File: config.mk
export PLATFORM = sky130hd
export DESIGN_NAME = emrs_top
export DESIGN_NICKNAME = d
export VERILOG_FILES = /design/src/hdl/emrs_top.v /design/src/hdl/emrs_sync.v
export VERILOG_INCLUDE_DIRS = /design/src /design/src/hdl
export SDC_FILE = /design/constraint.sdc
export NUM_CORES = 1
export LEC_CHECK = 0
export BUFFER_PORTS_ARGS = -buffer_cell sky130_fd_sc_hd__buf_2
export CORE_ASPECT_RATIO = 1.25
export CORE_MARGIN = 4
export CORE_UTILIZATION = 49
export DETAILED_ROUTE_END_ITERATION = 10
export PLACE_DENSITY = 0.66
export SLEW_MARGIN = 20
export SYNTH_ARGS = -nofsm -noshare
export SYNTH_HDL_FRONTEND = slang
export SYNTH_SLANG_ARGS = --single-unit
File: constraint.sdc
create_clock -name clk_i -period 2.9 [get_ports clk_i]
set_clock_uncertainty 0.1 [all_clocks]
set_input_delay 0 -clock clk_i [delete_from_list [all_inputs] [get_ports clk_i]]
set_output_delay 0 -clock clk_i [all_outputs]
set_load 0.05 [all_outputs]
File: src/hdl/emrs_defs.vh
// Notes on behaviour
// - Answer only PHY addresses 16 to 31.
// - Protocol active only when strap equals 01b.
// - PHY bits 3:0 and register field form address.
// - Register field bit 0 selects half; pair halves.
// - Sample and launch on MDC rising edge.
// - MDIO released except while returning read data.
// - MSB first; high half bytes 3,2; low 1,0.
// - Read: Z, then zero, then 16 bits, release.
// - Never drive MDIO during a write frame.
// - Same-half read pair is invalid; restart pairing.
// - Registers marked 16-bit complete on one read.
// - Snapshot whole word at first half read.
// - Read side effects only after second half.
// - Unused addresses read back as all zeros.
// - Reset ending mid-pair drops read pairing.
// - Same-half write pair is discarded entirely.
`ifndef EMRS_DEFS_VH
`define EMRS_DEFS_VH

// Frame layout
`define EMRS_PRE_ONES    6'h20
`define EMRS_STRAP_EN    2'h1
`define EMRS_OP_RD       2'h2
`define EMRS_OP_WR       2'h1
`define EMRS_FIELD_LAST  5'h04
`define EMRS_OP_LAST     5'h01
`define EMRS_DATA_LAST   5'h0f
`define EMRS_DATA_END    5'h10
`define EMRS_PA_EXT_BIT  4

// Read pair kinds
`define EMRS_KIND_FIRST  2'h0
`define EMRS_KIND_SECOND 2'h1
`define EMRS_KIND_BAD    2'h2

// Reset values
`define EMRS_ZERO32      32'h00000000
`define EMRS_ZERO16      16'h0000

`endif

File: src/hdl/emrs_top.v
`timescale 1ns/1ps
`include "emrs_defs.vh"
// Extended management slave: MDC/MDIO frames to a 32-bit internal register bus
module emrs_top (
  input  wire        clk_i,          // 10 MHz system clock
  input  wire        resetn_i,       // Asynchronous reset, active low
  input  wire        ce_i,           // Clock enable, freezes all state when low
  input  wire        mdc_i,          // Management clock pin from host
  input  wire        mdio_i,         // Management data pin, input side
  output reg         mdio_o,         // Management data pin, output side
  output reg         mdio_oe_o,      // High while this block drives MDIO
  input  wire [1:0]  mode_strap_i,   // Management mode strap pins
  input  wire        sys_busy_i,     // Device reset condition in progress
  output reg  [9:0]  reg_addr_o,     // Internal byte address, word aligned
  output reg         reg_rd_o,       // Fetch strobe, no side effects
  input  wire [31:0] reg_rdata_i,    // Read data, valid while fetch strobe high
  input  wire        reg_valid_i,    // Address is mapped
  input  wire        reg_rd16_i,     // Register may be read as one half
  output reg         reg_rd_done_o,  // Read completed, apply side effects
  output reg         reg_wr_o,       // Write strobe for the combined word
  output reg  [31:0] reg_wdata_o     // Combined write data
);

  // One-hot frame states
  localparam [6:0] ST_IDLE  = 7'h01;
  localparam [6:0] ST_START = 7'h02;
  localparam [6:0] ST_OP    = 7'h04;
  localparam [6:0] ST_PHYA  = 7'h08;
  localparam [6:0] ST_REGA  = 7'h10;
  localparam [6:0] ST_TA    = 7'h20;
  localparam [6:0] ST_DATA  = 7'h40;

  // Synchronised pin levels
  wire       mdc_s;             // MDC after two flops
  wire       mdio_s;            // MDIO after two flops
  wire [1:0] strap_s;           // Strap after two flops

  reg        mdc_d_reg;         // Previous MDC level for edge finding
  reg  [6:0] state_reg;         // Frame state
  reg  [5:0] pre_reg;           // Consecutive preamble ones
  reg  [4:0] cnt_reg;           // Bit count within a field
  reg  [1:0] op_reg;            // Opcode being shifted in
  reg        is_rd_reg;         // Current frame is a read
  reg  [4:0] pa_reg;            // PHY address field
  reg  [4:0] ra_reg;            // Register address field
  reg  [15:0] sh_reg;           // Data shift register, both directions
  reg        busy_d_reg;        // Previous reset-condition level

  reg        rd_open_reg;       // First read half taken, waiting for other
  reg        rd_half_reg;       // Half select of the open read
  reg  [7:0] rd_addr_reg;       // Word address of the open read
  reg  [1:0] rd_kind_reg;       // Role of the read in progress
  reg        rd_fx_reg;         // Side effects due at end of this read
  reg  [31:0] snap_reg;         // Consistent word snapshot

  reg        wr_open_reg;       // First write half staged
  reg        wr_half_reg;       // Half select of the staged write
  reg  [7:0] wr_addr_reg;       // Word address of the staged write
  reg  [15:0] wr_stage_reg;     // Staged write half

  wire       mdc_rise;          // One clock at each MDC rising edge
  wire [4:0] ra_full;           // Register field including the last bit
  wire [7:0] cur_word;          // Word address of current frame
  wire       cur_half;          // Half select of current frame
  wire       frame_ok;          // Frame is ours and protocol enabled
  wire [15:0] wr_data;          // Write data including the last bit
  wire [7:0] wr_word;           // Word address from the stored fields

  // Word address from the two address fields
  function [7:0] word_addr;
    input [4:0] pa;
    input [4:0] ra;
    begin
      word_addr = {pa[3:0], ra[4:1]};
    end
  endfunction

  // Select one half of a word, high half carries bytes 3 and 2
  function [15:0] half_of;
    input [31:0] word;
    input        hi;
    begin
      half_of = hi ? word[31:16] : word[15:0];
    end
  endfunction

  // Pins cross into the clock domain before anything reads them
  emrs_sync #(
    .W (4)
  ) u_sync (
    .clk_i    (clk_i),
    .resetn_i (resetn_i),
    .ce_i     (ce_i),
    .d_i      ({mode_strap_i, mdio_i, mdc_i}),
    .q_o      ({strap_s, mdio_s, mdc_s})
  );

  assign mdc_rise = mdc_s & ~mdc_d_reg;
  assign ra_full  = {ra_reg[3:0], mdio_s};
  assign cur_word = word_addr(pa_reg, ra_full);
  assign cur_half = ra_full[0];
  assign frame_ok = pa_reg[`EMRS_PA_EXT_BIT] & (strap_s == `EMRS_STRAP_EN);
  assign wr_data  = {sh_reg[14:0], mdio_s};
  // Past the register field only the stored copy of that field is valid
  assign wr_word  = word_addr(pa_reg, ra_reg);

  // Frame engine, pairing logic and register bus side
  always @(posedge clk_i or negedge resetn_i) begin
    if (!resetn_i) begin
      mdc_d_reg     <= 1'b0;
      state_reg     <= ST_IDLE;
      pre_reg       <= 6'h00;
      cnt_reg       <= 5'h00;
      op_reg        <= 2'h0;
      is_rd_reg     <= 1'b0;
      pa_reg        <= 5'h00;
      ra_reg        <= 5'h00;
      sh_reg        <= `EMRS_ZERO16;
      busy_d_reg    <= 1'b0;
      rd_open_reg   <= 1'b0;
      rd_half_reg   <= 1'b0;
      rd_addr_reg   <= 8'h00;
      rd_kind_reg   <= `EMRS_KIND_FIRST;
      rd_fx_reg     <= 1'b0;
      snap_reg      <= `EMRS_ZERO32;
      wr_open_reg   <= 1'b0;
      wr_half_reg   <= 1'b0;
      wr_addr_reg   <= 8'h00;
      wr_stage_reg  <= `EMRS_ZERO16;
      mdio_o        <= 1'b0;
      mdio_oe_o     <= 1'b0;
      reg_addr_o    <= 10'h000;
      reg_rd_o      <= 1'b0;
      reg_rd_done_o <= 1'b0;
      reg_wr_o      <= 1'b0;
      reg_wdata_o   <= `EMRS_ZERO32;
    end else if (ce_i) begin
      mdc_d_reg     <= mdc_s;
      busy_d_reg    <= sys_busy_i;
      // Strobes last one clock
      reg_rd_o      <= 1'b0;
      reg_rd_done_o <= 1'b0;
      reg_wr_o      <= 1'b0;

      // Fetch answer arrives while the strobe is high
      if (reg_rd_o) begin
        snap_reg <= reg_valid_i ? reg_rdata_i : `EMRS_ZERO32;
        if (rd_kind_reg == `EMRS_KIND_FIRST) begin
          if (reg_rd16_i) begin
            rd_fx_reg   <= 1'b1;
            rd_open_reg <= 1'b0;
          end else begin
            rd_open_reg <= 1'b1;
          end
        end
      end

      if (mdc_rise) begin
        case (state_reg)
          // Hunt for a full preamble then the first start bit
          ST_IDLE: begin
            if (mdio_s) begin
              if (pre_reg != `EMRS_PRE_ONES) begin
                pre_reg <= pre_reg + 6'h01;
              end
            end else begin
              if (pre_reg == `EMRS_PRE_ONES) begin
                state_reg <= ST_START;
              end
              pre_reg <= 6'h00;
            end
          end
          // Second start bit must be one
          ST_START: begin
            cnt_reg   <= 5'h00;
            state_reg <= mdio_s ? ST_OP : ST_IDLE;
          end
          // Two opcode bits; anything else drops the frame
          ST_OP: begin
            op_reg  <= {op_reg[0], mdio_s};
            cnt_reg <= cnt_reg + 5'h01;
            if (cnt_reg == `EMRS_OP_LAST) begin
              cnt_reg   <= 5'h00;
              is_rd_reg <= ({op_reg[0], mdio_s} == `EMRS_OP_RD);
              if (({op_reg[0], mdio_s} == `EMRS_OP_RD) ||
                  ({op_reg[0], mdio_s} == `EMRS_OP_WR)) begin
                state_reg <= ST_PHYA;
              end else begin
                state_reg <= ST_IDLE;
              end
            end
          end
          // PHY address, MSB first
          ST_PHYA: begin
            pa_reg  <= {pa_reg[3:0], mdio_s};
            cnt_reg <= cnt_reg + 5'h01;
            if (cnt_reg == `EMRS_FIELD_LAST) begin
              cnt_reg   <= 5'h00;
              state_reg <= ST_REGA;
            end
          end
          // Register address; decide ownership and pairing at its end
          ST_REGA: begin
            ra_reg  <= ra_full;
            cnt_reg <= cnt_reg + 5'h01;
            if (cnt_reg == `EMRS_FIELD_LAST) begin
              cnt_reg <= 5'h00;
              if (!frame_ok) begin
                // Not ours: stay off the line, rehunt preamble
                state_reg <= ST_IDLE;
              end else if (is_rd_reg) begin
                state_reg   <= ST_TA;
                reg_addr_o  <= {cur_word, 2'h0};
                // A read breaks any staged write pair
                wr_open_reg <= 1'b0;
                rd_fx_reg   <= 1'b0;
                if (rd_open_reg && (rd_addr_reg == cur_word) &&
                    (rd_half_reg != cur_half)) begin
                  rd_kind_reg <= `EMRS_KIND_SECOND;
                  rd_open_reg <= 1'b0;
                  rd_fx_reg   <= 1'b1;
                end else if (rd_open_reg && (rd_addr_reg == cur_word)) begin
                  rd_kind_reg <= `EMRS_KIND_BAD;
                  rd_open_reg <= 1'b0;
                  reg_rd_o    <= 1'b1;
                end else begin
                  // Fresh first half, fetch a new snapshot
                  rd_kind_reg <= `EMRS_KIND_FIRST;
                  rd_open_reg <= 1'b0;
                  rd_half_reg <= cur_half;
                  rd_addr_reg <= cur_word;
                  reg_rd_o    <= 1'b1;
                end
              end else begin
                // A write breaks any open read pair
                state_reg   <= ST_TA;
                rd_open_reg <= 1'b0;
              end
            end
          end
          // Turnaround: first TA bit was released; drive zero now on reads
          ST_TA: begin
            if (is_rd_reg) begin
              mdio_o    <= 1'b0;
              mdio_oe_o <= 1'b1;
              sh_reg    <= half_of(snap_reg, ra_reg[0]);
              cnt_reg   <= 5'h00;
              state_reg <= ST_DATA;
            end else begin
              cnt_reg <= cnt_reg + 5'h01;
              if (cnt_reg == `EMRS_OP_LAST) begin
                cnt_reg   <= 5'h00;
                state_reg <= ST_DATA;
              end
            end
          end
          // Sixteen data bits, MSB first, either direction
          ST_DATA: begin
            cnt_reg <= cnt_reg + 5'h01;
            if (is_rd_reg) begin
              if (cnt_reg == `EMRS_DATA_END) begin
                mdio_oe_o <= 1'b0;
                mdio_o    <= 1'b0;
                state_reg <= ST_IDLE;
                reg_rd_done_o <= rd_fx_reg;
                rd_fx_reg     <= 1'b0;
              end else begin
                mdio_o <= sh_reg[15];
                sh_reg <= {sh_reg[14:0], 1'b0};
              end
            end else begin
              sh_reg <= wr_data;
              if (cnt_reg == `EMRS_DATA_LAST) begin
                state_reg <= ST_IDLE;
                if (wr_open_reg && (wr_addr_reg == wr_word) &&
                    (wr_half_reg != ra_reg[0])) begin
                  reg_wr_o    <= 1'b1;
                  reg_addr_o  <= {wr_word, 2'h0};
                  reg_wdata_o <= ra_reg[0] ? {wr_data, wr_stage_reg} :
                                             {wr_stage_reg, wr_data};
                  wr_open_reg <= 1'b0;
                end else if (wr_open_reg && (wr_addr_reg == wr_word)) begin
                  wr_open_reg <= 1'b0;
                end else begin
                  wr_open_reg  <= 1'b1;
                  wr_half_reg  <= ra_reg[0];
                  wr_addr_reg  <= wr_word;
                  wr_stage_reg <= wr_data;
                end
              end
            end
          end
          default: begin
            state_reg <= ST_IDLE;
            mdio_oe_o <= 1'b0;
          end
        endcase
      end

      // reset end drops pair; placed last so it wins
      if (busy_d_reg && !sys_busy_i) begin
        rd_open_reg <= 1'b0;
      end
    end
  end

endmodule // emrs_top

File: src/hdl/emrs_sync.v
`timescale 1ns/1ps
// Two-stage synchroniser for levels entering from outside the clock domain
module emrs_sync #(
  parameter W = 1
) (
  input  wire         clk_i,
  input  wire         resetn_i,
  input  wire         ce_i,
  input  wire [W-1:0] d_i,
  output wire [W-1:0] q_o
);

  reg [W-1:0] meta_reg;  // First stage, read only by the second
  reg [W-1:0] sync_reg;  // Second stage, safe to use

  // Both stages freeze with the clock enable
  always @(posedge clk_i or negedge resetn_i) begin
    if (!resetn_i) begin
      meta_reg <= {W{1'b0}};
      sync_reg <= {W{1'b0}};
    end else if (ce_i) begin
      meta_reg <= d_i;
      sync_reg <= meta_reg;
    end
  end

  assign q_o = sync_reg;

endmodule // emrs_sync

==> summary.md, run 1 <==
| Metric | Value |
|---|---|
| Gr ovfl total | 0 |
| Mapped Area | 8315 sq um |
| H-tree depth | 4 |
| Number of synthesized flops with an enable pin | 0 |
| Simple-Gate Fraction of Synth Area | 12.53% |
| Async S/R FF share, synth | 100.0% |
| Main combinational cell family by area after synthesis | multiplexers |
| WL met1 | 7.725 mm |
| CTS tree | built |
| Highest Signal Layer | met4 |
| I/O pin cnt | 89 |
| Area share of the largest cell type after synthesis | 51.46% |
| Post-DP HPWL | 12.77 mm |
| Kind of critical path | reg2reg |
| Number of cell rows | 53 |
| Slew Limit Headroom | 37.10% |
| Detail Route met2 WL | 10.52 mm |
| Fraction of layout cells with a size suffix above 1 | 28.76% |
| Global Route Usage Sum | 21.19% |
| Fin crit share | 95.36% |
| MaxCap Viol Count | 0 |
| Top cell type by total area after synthesis | dfrtp_1 |
| Clk root buf | clkbuf_16 |
| P per Cell Area | 606.1 nW/um^2 |
| Max Root-Sink Buffers | 2 |
| Top cells by area, synth | dfrtp_1 51%, mux2_2 12%, nand2_1 5.1%, mux2_1 4.6%, o21ai_0 3.3% |
| DR vias/cell | 5.459 |
| Number of buffers and inverters on the critical path | 1 |
| Routed len/inst | 16.95 um |
| Routability cong. | 0.8922 |
| Area grow syn2layout | 25.23% |
| Lkg Pwr | 4.996 nW |
| Final Max Slew Viols | 0 |
| Nets | 961 |
| Distinct cell type count after synthesis | 74 |
| IO Port Bufs | 86 |
| Compound-Gate Fraction of Synth Area | 8.562% |
| Req. time, crit path | 3.11 ns |
| Min Tclk post-route | 2.765 ns |
| Syn Inst Count | 756 |
| Setup violators final | 0 |
| Drt first-iter violations | 372 |
| Setup TNS | 0 ns |
| Vias | 6250 |
| Fmax | 361.6 MHz |
| Crit-path slowest cell | or4b_1 |
| # DRC | 0 |
| Final hold viol count | 0 |
| Final WL | 19.41 mm |
| Die height | 153.6 um |
| Largest net degree at the start of global routing | 72 |
| Core Area | 16710 sq um |
| Clock Sinks | 172 |
| Final cell utilization of the core | 62.32% |
| Sequential cell area fraction in the yosys report | 51.78% |
| Total CTS buffers | 17 |
| Post-synthesis xor/xnor area fraction | 2.107% |
| Synth Warn # | 0 |
| First-pass GRT wire length | 32.80 mm |
| Critical-path cell list | inv_1 > ha_1 > nor4bb_2 > o22a_1 > o21ai_2 > or4b_1 > mux2_4 |
| Antenna diodes | 0 |
| Clk_lat worst skew | 0.43 ns |
| Fraction of synthesized area in multiplexers | 20.18% |
| Reg2Reg Depth | 7 |
| Die Wd | 124.5 um |
| RSZ-0062 raised after global routing | false |
| Clock transition at path regs | 0.07 ns |
| Post-route ant nets | 0 |
| Synthesized flop and latch total | 172 |
| Initial antenna violation count | 0 |
| Hold WC Path Type | in2reg |
| Top delay family on crit path | simple AND/OR/NAND/NOR gates |
| Starting density of the core | 49.76% |
| Adder-cell area share of the yosys netlist | 1.053% |
| Hold Crit Depth | 3 |
| Vias in the first global route | 6565 |
| Stages on the worst setup path | 7 |
| Setup bufs post-CTS | 0 |
| Slowest stage delay, CP | 0.74 ns |
| Worst-path fanout max | 7 |
| CP startpoint kind | flip-flop |
| Outcome | complete, no violations |
| Syn_area_per_cell | 11.00 sq um |
| Most used DFF post-synth | dfrtp_1 |
| Max VDD drop | 0.4021 mV |
| DRT Pass-1 Iters | 4 |
| CP Capture Type | flip-flop |
| CP arrival | 2.98 ns |
| Die area | 19130 sq um |
| Met3 Routed Length | 748 um |
| Slew @ Worst Pin | 0.9402 ns |
## power breakdown
group	total (mW)	internal, mW	switching (mW)	leakage (nW)
combinational	1.10	0.508	0.595	2.34
clock	2.51	1.51	0.995	0.314
sequential	2.70	2.54	0.168	2.35
total	6.31	4.55	1.76	5.00
## layer usage
metal  vias to the layer above  global-route usage (%)
met4                         0                   7.572
met2                       139                   38.48
li1                       2959                       -
met1                      3113                   24.90
met3                        39                   4.170
met5                         -                       0
## worst register-to-register path: cells and delay by family (launching register included)
family          cells  cell delay, ns
mux                 1            0.38
compound gates      2            0.34
simple gates        2            1.12
buf+inv             1            0.11
flops               1            0.42
fa+ha+maj           1            0.18
## repair_timing
| action | in CTS | in global routing |
|---|---|---|
| endpoints found under the hold margin | 109 | 0 |
| hold buffers | 74 | 0 |
| setup endpoints to repair | 0 | 6 |
| gates resized for setup | 0 | 1 |
## cell type report
class | count | area, sq um
Tap cell | 220 | 275.3
Clock inverter | 13 | 198.9
Multi-Input combinational cell | 514 | 3717
Sequential cell | 172 | 4307
Inverter | 18 | 67.56
Timing Repair Buffer | 189 | 1395
Fill cell | 1324 | 6297
Clock buffer | 19 | 452.9
## Yosys cell counts (all sizes together), types with 3 or more instances
| master | n |
|---|---|
| nand4 | 4 |
| xor2 | 3 |
| nand3b | 3 |
| or3b | 3 |
| o21ai | 65 |
| a21oi | 22 |
| nor3 | 15 |
| nand3 | 10 |
| or3 | 4 |
| ha | 7 |
| nor4 | 9 |
| xnor2 | 17 |
| o22ai | 4 |
| mux2 | 131 |
| inv | 17 |
| nor2 | 29 |
| mux2i | 18 |
| dfrtp | 171 |
| nor3b | 3 |
| a21boi | 3 |
| buf | 20 |
| clkbuf | 33 |
| nand2 | 115 |
| a31oi | 6 |
## layout by cell type (no fill, tap or decap), drive strengths merged, types with 4 or more instances in the layout
master / netlist / final
mux2: 131 / 131
dlygate4sd3: 0 / 74
nor2: 29 / 29
inv: 17 / 23
xnor2: 17 / 17
nand3: 10 / 10
nor3: 15 / 15
dfrtp: 171 / 171
mux2i: 18 / 18
bufinv: 0 / 4
ha: 7 / 7
o22ai: 4 / 4
o21ai: 65 / 65
or3: 4 / 4
a21oi: 22 / 22
clkbuf: 33 / 19
a31oi: 6 / 6
nand2: 115 / 115
buf: 20 / 115
nor4: 9 / 9
nand4: 4 / 4
## cells by family after synthesis
family                   count (synthesis)
AND/OR/NAND/NOR                        214
flip-flops                             172
multiplexers                           149
AO/OA/AOI/OAI                          122
buffers and inverters                   71
XOR/XNOR                                20
adder cells (fa/ha/maj)                  7
other                                    1
## final timing paths
path                                      start               to  slack (ns)
worst max-delay path                 cnt_reg[0]     state_reg[4]        0.13
worst min-delay path                reg_valid_i     snap_reg[15]        0.03
worst max register to register       cnt_reg[0]     state_reg[4]        0.13
worst min register to register  reg_wdata_o[31]  reg_wdata_o[31]        0.38
max in group asynchronous              resetn_i     snap_reg[10]        1.77
min in group asynchronous              resetn_i    u_sync.q_o[3]        0.04
## stage by stage
stage | instances | instance area [sq um] | worst slack, ns | power [mW] | hold WS [ns]
after floorplan | 757 | 8319 | 0.3882 | 3.436 | -0.3956
after global placement | 1039 | 9015 | 0.1821 | 3.727 | -0.04750
after detailed placement | 1039 | 9015 | 0.04549 | 3.761 | -0.04986
after CTS | 1145 | 10410 | 0.03334 | 6.355 | 0.004374
after global routing | 1145 | 10410 | 0.02421 | 6.615 | 0.06557
final | 1145 | 10410 | 0.1347 | 6.312 | 0.03470
Note: power is estimated with default switching activity, not from simulation.
==> inputs of run 2 (changes only) <==
==> constraint.sdc (replaced) <==
create_clock -name clk_i -period 2.9 [get_ports clk_i]
set_clock_uncertainty 0.1 [all_clocks]
set_input_delay 0.29 -clock clk_i [delete_from_list [all_inputs] [get_ports clk_i]]
set_output_delay 0.29 -clock clk_i [all_outputs]
set_load 0.05 [all_outputs]
==> run 2 against run 1 <==
Critical path depth unchanged. Non-clock buffer count down 66. Core utilization is 4.3 points lower. Clock power decreased by 12%. First-iteration DRC count decreased by 17%. Sequential share of layout area is 3.0 points higher. Sequential power hardly changed. Setup slack better by 0.17 ns. Final cell count decreased by 5.8%. Routed wire length down 7.9%. Sequential cell count did not move. Critical path type unchanged.
==> summary.md, run 2 (synthesis results as in run 1) <==
| Metric | Value |
|---|---|
| Clock transition at path regs | 0.06 ns (about the same) |
| DRT Pass-1 Iters | 4 (unchanged) |
| I/O pin cnt | 89 (unchanged) |
| Setup TNS | 0 ns (unchanged) |
| Worst r2r src | cnt_reg[0] |
| MaxCap Viol Count | 0 (unchanged) |
| Hold WC Path Type | in2reg |
| Final Max Slew Viols | 0 (unchanged) |
| Setup bufs post-CTS | 0 (unchanged) |
| DR vias/cell | 5.385 (-1.4%) |
| Number of buffers and inverters on the critical path | 2 (+1) |
| Worst hold start | reg_rdata_i[6] |
| CP Capture Type | flip-flop |
| Vias in the first global route | 6098 (-7.1%) |
| Fraction of layout cells with a size suffix above 1 | 30.85% (+2.1 points) |
| Pre-CTS WS | 0.05975 ns (+0.01426 ns) |
| Lkg Pwr | 4.733 nW (-5.3%) |
| Worst-path fanout max | 7 (unchanged) |
| Clk root buf | clkbuf_16 |
| Final cell count without fillers | 1079 (-5.8%) |
| Slowest stage delay, CP | 0.50 ns (-0.24 ns) |
| Top delay family on crit path | simple AND/OR/NAND/NOR gates |
| Die Wd | 124.5 um (unchanged) |
| Fin area | 9703 sq um (-6.8%) |
| R2r setup slk | 0.30 ns (+0.17 ns) |
| Max Root-Sink Buffers | 2 (unchanged) |
| Gr ovfl total | 0 (unchanged) |
| Clk_lat worst skew | 0.42 ns (about the same) |
| H-tree depth | 4 (unchanged) |
| P per Cell Area | 612.4 nW/um^2 (+1.0%) |
| Max VDD drop | 0.3975 mV (-1.1%) |
| Setup violators final | 0 (unchanged) |
| Hold Crit Depth | 3 (unchanged) |
| Slew Limit Headroom | 35.53% (-1.6 points) |
| Final WL | 17.88 mm (-7.9%) |
| Vias | 5810 (-7.0%) |
| Final worst setup slack | 0.2999 ns (+0.1652 ns) |
| Most common cell after layout, fill and taps aside | dfrtp_1 |
| Total CTS buffers | 17 (unchanged) |
| CP startpoint kind | flip-flop |
| Post-DP HPWL | 12.85 mm (+0.69%) |
| Largest net degree at the start of global routing | 65 (-9.7%) |
| Min Tclk post-route | 2.600 ns (-0.1652 ns) |
| Routability cong. | 0.8868 (-0.61%) |
| Core Area | 16710 sq um (unchanged) |
| CP arrival | 2.80 ns (-0.18 ns) |
| Commonest non-fill, non-tap cells in the layout | 170 x dfrtp_1, 113 x nand2_1, 91 x mux2_2 |
| Power, Total | 5.942 mW (-5.9%) |
| Fillers | 1445 (+9.1%) |
| Slew @ Worst Pin | 0.9636 ns (+0.02342 ns) |
| Starting density of the core | 49.76% (unchanged) |
| Hold EP | snap_reg[6] |
| Reg2Reg Depth | 7 (unchanged) |
| CTS tree | built |
| Drt first-iter violations | 307 (-17%) |
| First-pass GRT wire length | 30.68 mm (-6.5%) |
| # DRC | 0 (unchanged) |
| Reg2reg end | rd_addr_reg[0] |
| Crit-path slowest cell | or4bb_1 |
| Initial antenna violation count | 0 (unchanged) |
| Die area | 19130 sq um (unchanged) |
| Clock Sinks | 172 (unchanged) |
| Routed len/inst | 16.57 um (-2.3%) |
| Post-DP Area | 9020 sq um (about the same) |
| Nets | 895 (-6.9%) |
| Number of cell rows | 53 (unchanged) |
| RSZ-0062 raised after global routing | false |
| Global Route Usage Sum | 19.67% (-1.5 points) |
| Fmax | 384.6 MHz (+6.4%) |
| Post-route ant nets | 0 (unchanged) |
| IO Port Bufs | 86 (unchanged) |
| Kind of critical path | reg2reg |
| Area grow syn2layout | 16.69% |
| Outcome | complete, no violations |
| Req. time, crit path | 3.10 ns (about the same) |
| Final hold viol count | 0 (unchanged) |
| Fin crit share | 89.66% (-5.7 points) |
| Die height | 153.6 um (unchanged) |
| Placed Cells | 1038 (-0.096%) |
| Antenna diodes | 0 (unchanged) |
| Critical-path cell list | inv_1 > ha_1 > or4bb_1 > buf_4 > or3_1 > nor2_4 > mux2_2 |
[run 2: cell types whose count changed in the layout (fill, tap and decap cells not counted), sizes merged]
| cell | previous run | this run |
|---|---|---|
| inv | 23 | 18 |
| clkinvlp | 2 | 3 |
| buf | 115 | 114 |
| clkinv | 2 | 7 |
| clkbuf | 19 | 21 |
| bufinv | 4 | 1 |
| dlygate4sd3 | 74 | 9 |
[run 2: worst max path at each step]
| stage | startpoint | cells past startpoint | endpoint |
|---|---|---|---|
| finish | cnt_reg[0] | 7 | rd_addr_reg[0] |
| floorplan | state_reg[3] | 8 | state_reg[1] |
| global placement | cnt_reg[0] | 7 | state_reg[3] |
| detailed placement | cnt_reg[0] | 7 | state_reg[3] |
| CTS | cnt_reg[0] | 7 | state_reg[3] |
| global route | cnt_reg[1] | 7 | rd_addr_reg[0] |
[run 2: report_power, final]
part	leakage, nW	internal [mW]	switching, mW	total, mW
registers	2.35	2.54	0.170	2.71
clock network	0.277	1.26	0.953	2.21
logic	2.11	0.454	0.567	1.02
total	4.73	4.25	1.69	5.94
[run 2: through the flow]
| step | hold WS, ns | utilization, % |
|---|---|---|
| 2_1_floorplan | -0.1056 | - |
| 3_3_place_gp | 0.1936 | 53.98 |
| 3_5_place_dp | 0.1958 | 53.98 |
| 4_1_cts | 0.0006385 | 58.00 |
| 5_1_grt | 0.007361 | 58.06 |
| 6_report | 0.01389 | 58.06 |
[run 2: metal layers]
metal	share of wire (%)	global-route usage [%]
met1	42	23.64
met2	52	34.97
met3	3.6	4.656
met4	1.6	6.162
met5	0	0
[run 2: area by class of cell]
class                      instances  area, sq um  area share [%]
multi-input combinational        514         3721           38.35
sequential                       172         4307           44.38
clock inverter                    11        112.6           1.161
timing repair buffer             123        749.5           7.724
clock buffer                      21        470.5           4.848
inverter                          18        67.56          0.6963
tap                              220        275.3           2.837
[run 2: what timing repair did]
item	CTS	global route
hold buffers	9	0
setup endpoints to repair	0	6
endpoints found under the hold margin	61	0
gates resized for setup	0	2
[run 2: worst min-delay path: stages]
cell     delay (ns)
buf_2          0.09
nand2_1        0.05
o21ai_0        0.06
==> inputs of run 3 (changes only) <==
GPL_TIMING_DRIVEN = 0   (was unset)
==> run 3 against run 2 <==
Worst hold slack hardly changed. Routed wire length is 7.5% higher. Setup slack worse by 0.17 ns. Largest power group unchanged. First-iteration DRC count is 24% higher. Final cell count is 3.0% higher. Final area is 1.6% higher. Count of clock-buffer cells in the layout is 1 lower. Critical path type unchanged. Die area stayed put. Sequential cell count stayed put. Critical endpoint is now pa_reg[4].
==> summary.md, run 3 (synthesis results as in run 1) <==
| Metric | Value |
|---|---|
| Die area | 19130 sq um (unchanged) |
| Post-route ant nets | 0 (unchanged) |
| Commonest non-fill, non-tap cells in the layout | 171 x dfrtp_1, 114 x nand2_1, 99 x buf_2 |
| Req. time, crit path | 3.11 ns (about the same) |
| CP arrival | 2.98 ns (+0.18 ns) |
| Reg2Reg Depth | 6 (-1) |
| Hold WC Path Type | in2reg |
| Post-DP HPWL | 13.75 mm (+6.9%) |
| Pre-CTS WS | 0.04542 ns (-0.01432 ns) |
| Number of cell rows | 53 (unchanged) |
| P per Cell Area | 634.5 nW/um^2 (+3.6%) |
| CTS tree | built |
| Core Area | 16710 sq um (unchanged) |
| I/O pin cnt | 89 (unchanged) |
| RSZ-0062 raised after global routing | true |
| Stages on the worst setup path | 6 (-1) |
| Worst-path fanout max | 9 (+2) |
| Final WL | 19.21 mm (+7.5%) |
| First-pass GRT wire length | 31.80 mm (+3.6%) |
| # DRC | 0 (unchanged) |
| Routability cong. | 0.8597 (-3.1%) |
| Vias | 6094 (+4.9%) |
| Area grow syn2layout | 18.57% |
| Total CTS buffers | 17 (unchanged) |
| Largest net degree at the start of global routing | 96 (+48%) |
| Final cell count without fillers | 1111 (+3.0%) |
| Vias in the first global route | 6473 (+6.1%) |
| Slew Limit Headroom | 29.25% (-6.3 points) |
| Worst setup startpoint | state_reg[5] |
| MaxCap Viol Count | 0 (unchanged) |
| CP Capture Type | flip-flop |
| Nets | 928 (+3.7%) |
| Crit-path slowest cell | nor3_1 |
| Final worst setup slack | 0.1295 ns (-0.1704 ns) |
| End of the critical path | pa_reg[4] |
| Drt first-iter violations | 381 (+24%) |
| Initial antenna violation count | 0 (unchanged) |
| Fin crit share | 95.54% (+5.9 points) |
| H-tree depth | 4 (unchanged) |
| DRT Pass-1 Iters | 5 (+1) |
| Clock transition at path regs | 0.06 ns (about the same) |
| Die height | 153.6 um (unchanged) |
| Final Max Slew Viols | 0 (unchanged) |
| Most common cell after layout, fill and taps aside | dfrtp_1 |
| Starting density of the core | 49.76% (unchanged) |
| Clk_lat worst skew | 0.43 ns (about the same) |
| Clk root buf | clkbuf_16 |
| Final hold viol count | 0 (unchanged) |
| CP startpoint kind | flip-flop |
| Min Tclk post-route | 2.771 ns (+0.1704 ns) |
| Clock Sinks | 172 (unchanged) |
| Placed Cells | 1064 (+2.5%) |
| Fraction of layout cells with a size suffix above 1 | 28.84% (-2.0 points) |
| Lkg Pwr | 4.793 nW (+1.3%) |
| Gr ovfl total | 0 (unchanged) |
| Fmax | 360.9 MHz (-6.2%) |
| Routed len/inst | 17.29 um (+4.4%) |
| Kind of critical path | reg2reg |
| Worst r2r src | state_reg[5] |
| Critical-path cell list | buf_2 > nor4_1 > nand2b_1 > clkbuf_2 > nor3_1 > mux2_2 |
| IO Port Bufs | 86 (unchanged) |
| Die Wd | 124.5 um (unchanged) |
| Slowest stage delay, CP | 0.87 ns (+0.37 ns) |
| R2r setup slk | 0.13 ns (-0.17 ns) |
| Outcome | complete, no violations |
| Number of buffers and inverters on the critical path | 2 (unchanged) |
| Global Route Usage Sum | 20.56% (+0.89 points) |
| Setup violators final | 0 (unchanged) |
| Max VDD drop | 0.3915 mV (-1.5%) |
| Max Root-Sink Buffers | 2 (unchanged) |
| Slew @ Worst Pin | 1.053 ns (+0.08958 ns) |
| Reg2reg end | pa_reg[4] |
| Antenna diodes | 0 (unchanged) |
| DR vias/cell | 5.485 (+1.9%) |
| Top delay family on crit path | simple AND/OR/NAND/NOR gates |
[run 3: changes by cell type in the layout (fill, tap and decap cells not counted), sizes merged]
cell and delta:
dlygate4sd3 +2, clkinv -2, clkbuf +32, clkinvlp -2, buf -2, bufinv +4
[run 3: metal layers]
| metal | vias up | share of wire (%) | track usage, % |
|---|---|---|---|
| met2 | 157 | 53 | 37.04 |
| met5 | - | 0 | 0 |
| met4 | 0 | 2.6 | 8.355 |
| met1 | 3010 | 41 | 23.91 |
| met3 | 31 | 3.9 | 4.170 |
| li1 | 2896 | - | - |
[run 3: area by class of cell]
cell class	instances	area, sq um
fill	1435	6852
sequential	172	4305
multi-input combinational	514	3715
timing repair buffer	103	615.6
clock buffer	20	446.7
tap	220	275.3
buffer	53	244.0
clock inverter	11	190.2
inverter	18	67.56
[run 3: tightest hold or removal path, stage by stage]
cell and delay [ns]:
buf_2 0.10, nand2_1 0.05, o21ai_0 0.06
[run 3: power breakdown]
| part | switching, mW | internal (mW) | leakage (nW) |
|---|---|---|---|
| Clock | 0.940 | 1.55 | 0.310 |
| Combinational | 0.639 | 0.473 | 2.13 |
| Sequential | 0.121 | 2.54 | 2.35 |
| Total | 1.70 | 4.56 | 4.79 |
[run 3: timing repair]
action / 4_1_cts / 5_1_grt
endpoints found under the hold margin: 86 / 0
endpoints found under the setup margin: 0 / 57
resized for setup: 0 / 2
hold buffers: 11 / 0
setup buffers: 0 / 5
[run 3: how the worst min path moves through the flow]
stage | from | to | slack (ns) | cells after the start
CTS | reg_rdata_i[4] | snap_reg[4] | 0.001 | 3
detailed placement | resetn_i | u_sync.meta_reg[2] | 0.22 | 1
global route | reg_rdata_i[4] | snap_reg[4] | 0.01 | 3
finish | reg_rdata_i[27] | snap_reg[27] | 0.01 | 3
floorplan | resetn_i | busy_d_reg | -0.11 | 0
global placement | snap_reg[4] | snap_reg[4] | 0.36 | 2
[run 3: metrics by stage]
stage | TNS, ns | hold slack, ns | total power, mW | area, sq um | utilization, %
floorplan | 0 | -0.1056 | 3.436 | 8319 | -
global placement | -189.34 | 0.3609 | 3.696 | 9025 | 54.01
detailed placement | 0 | 0.2237 | 3.748 | 9062 | 54.23
CTS | 0 | 0.001149 | 6.252 | 9809 | 58.70
global route | -0.02376 | 0.01216 | 6.523 | 9859 | 59.00
finish | 0 | 0.01347 | 6.256 | 9859 | 59.00
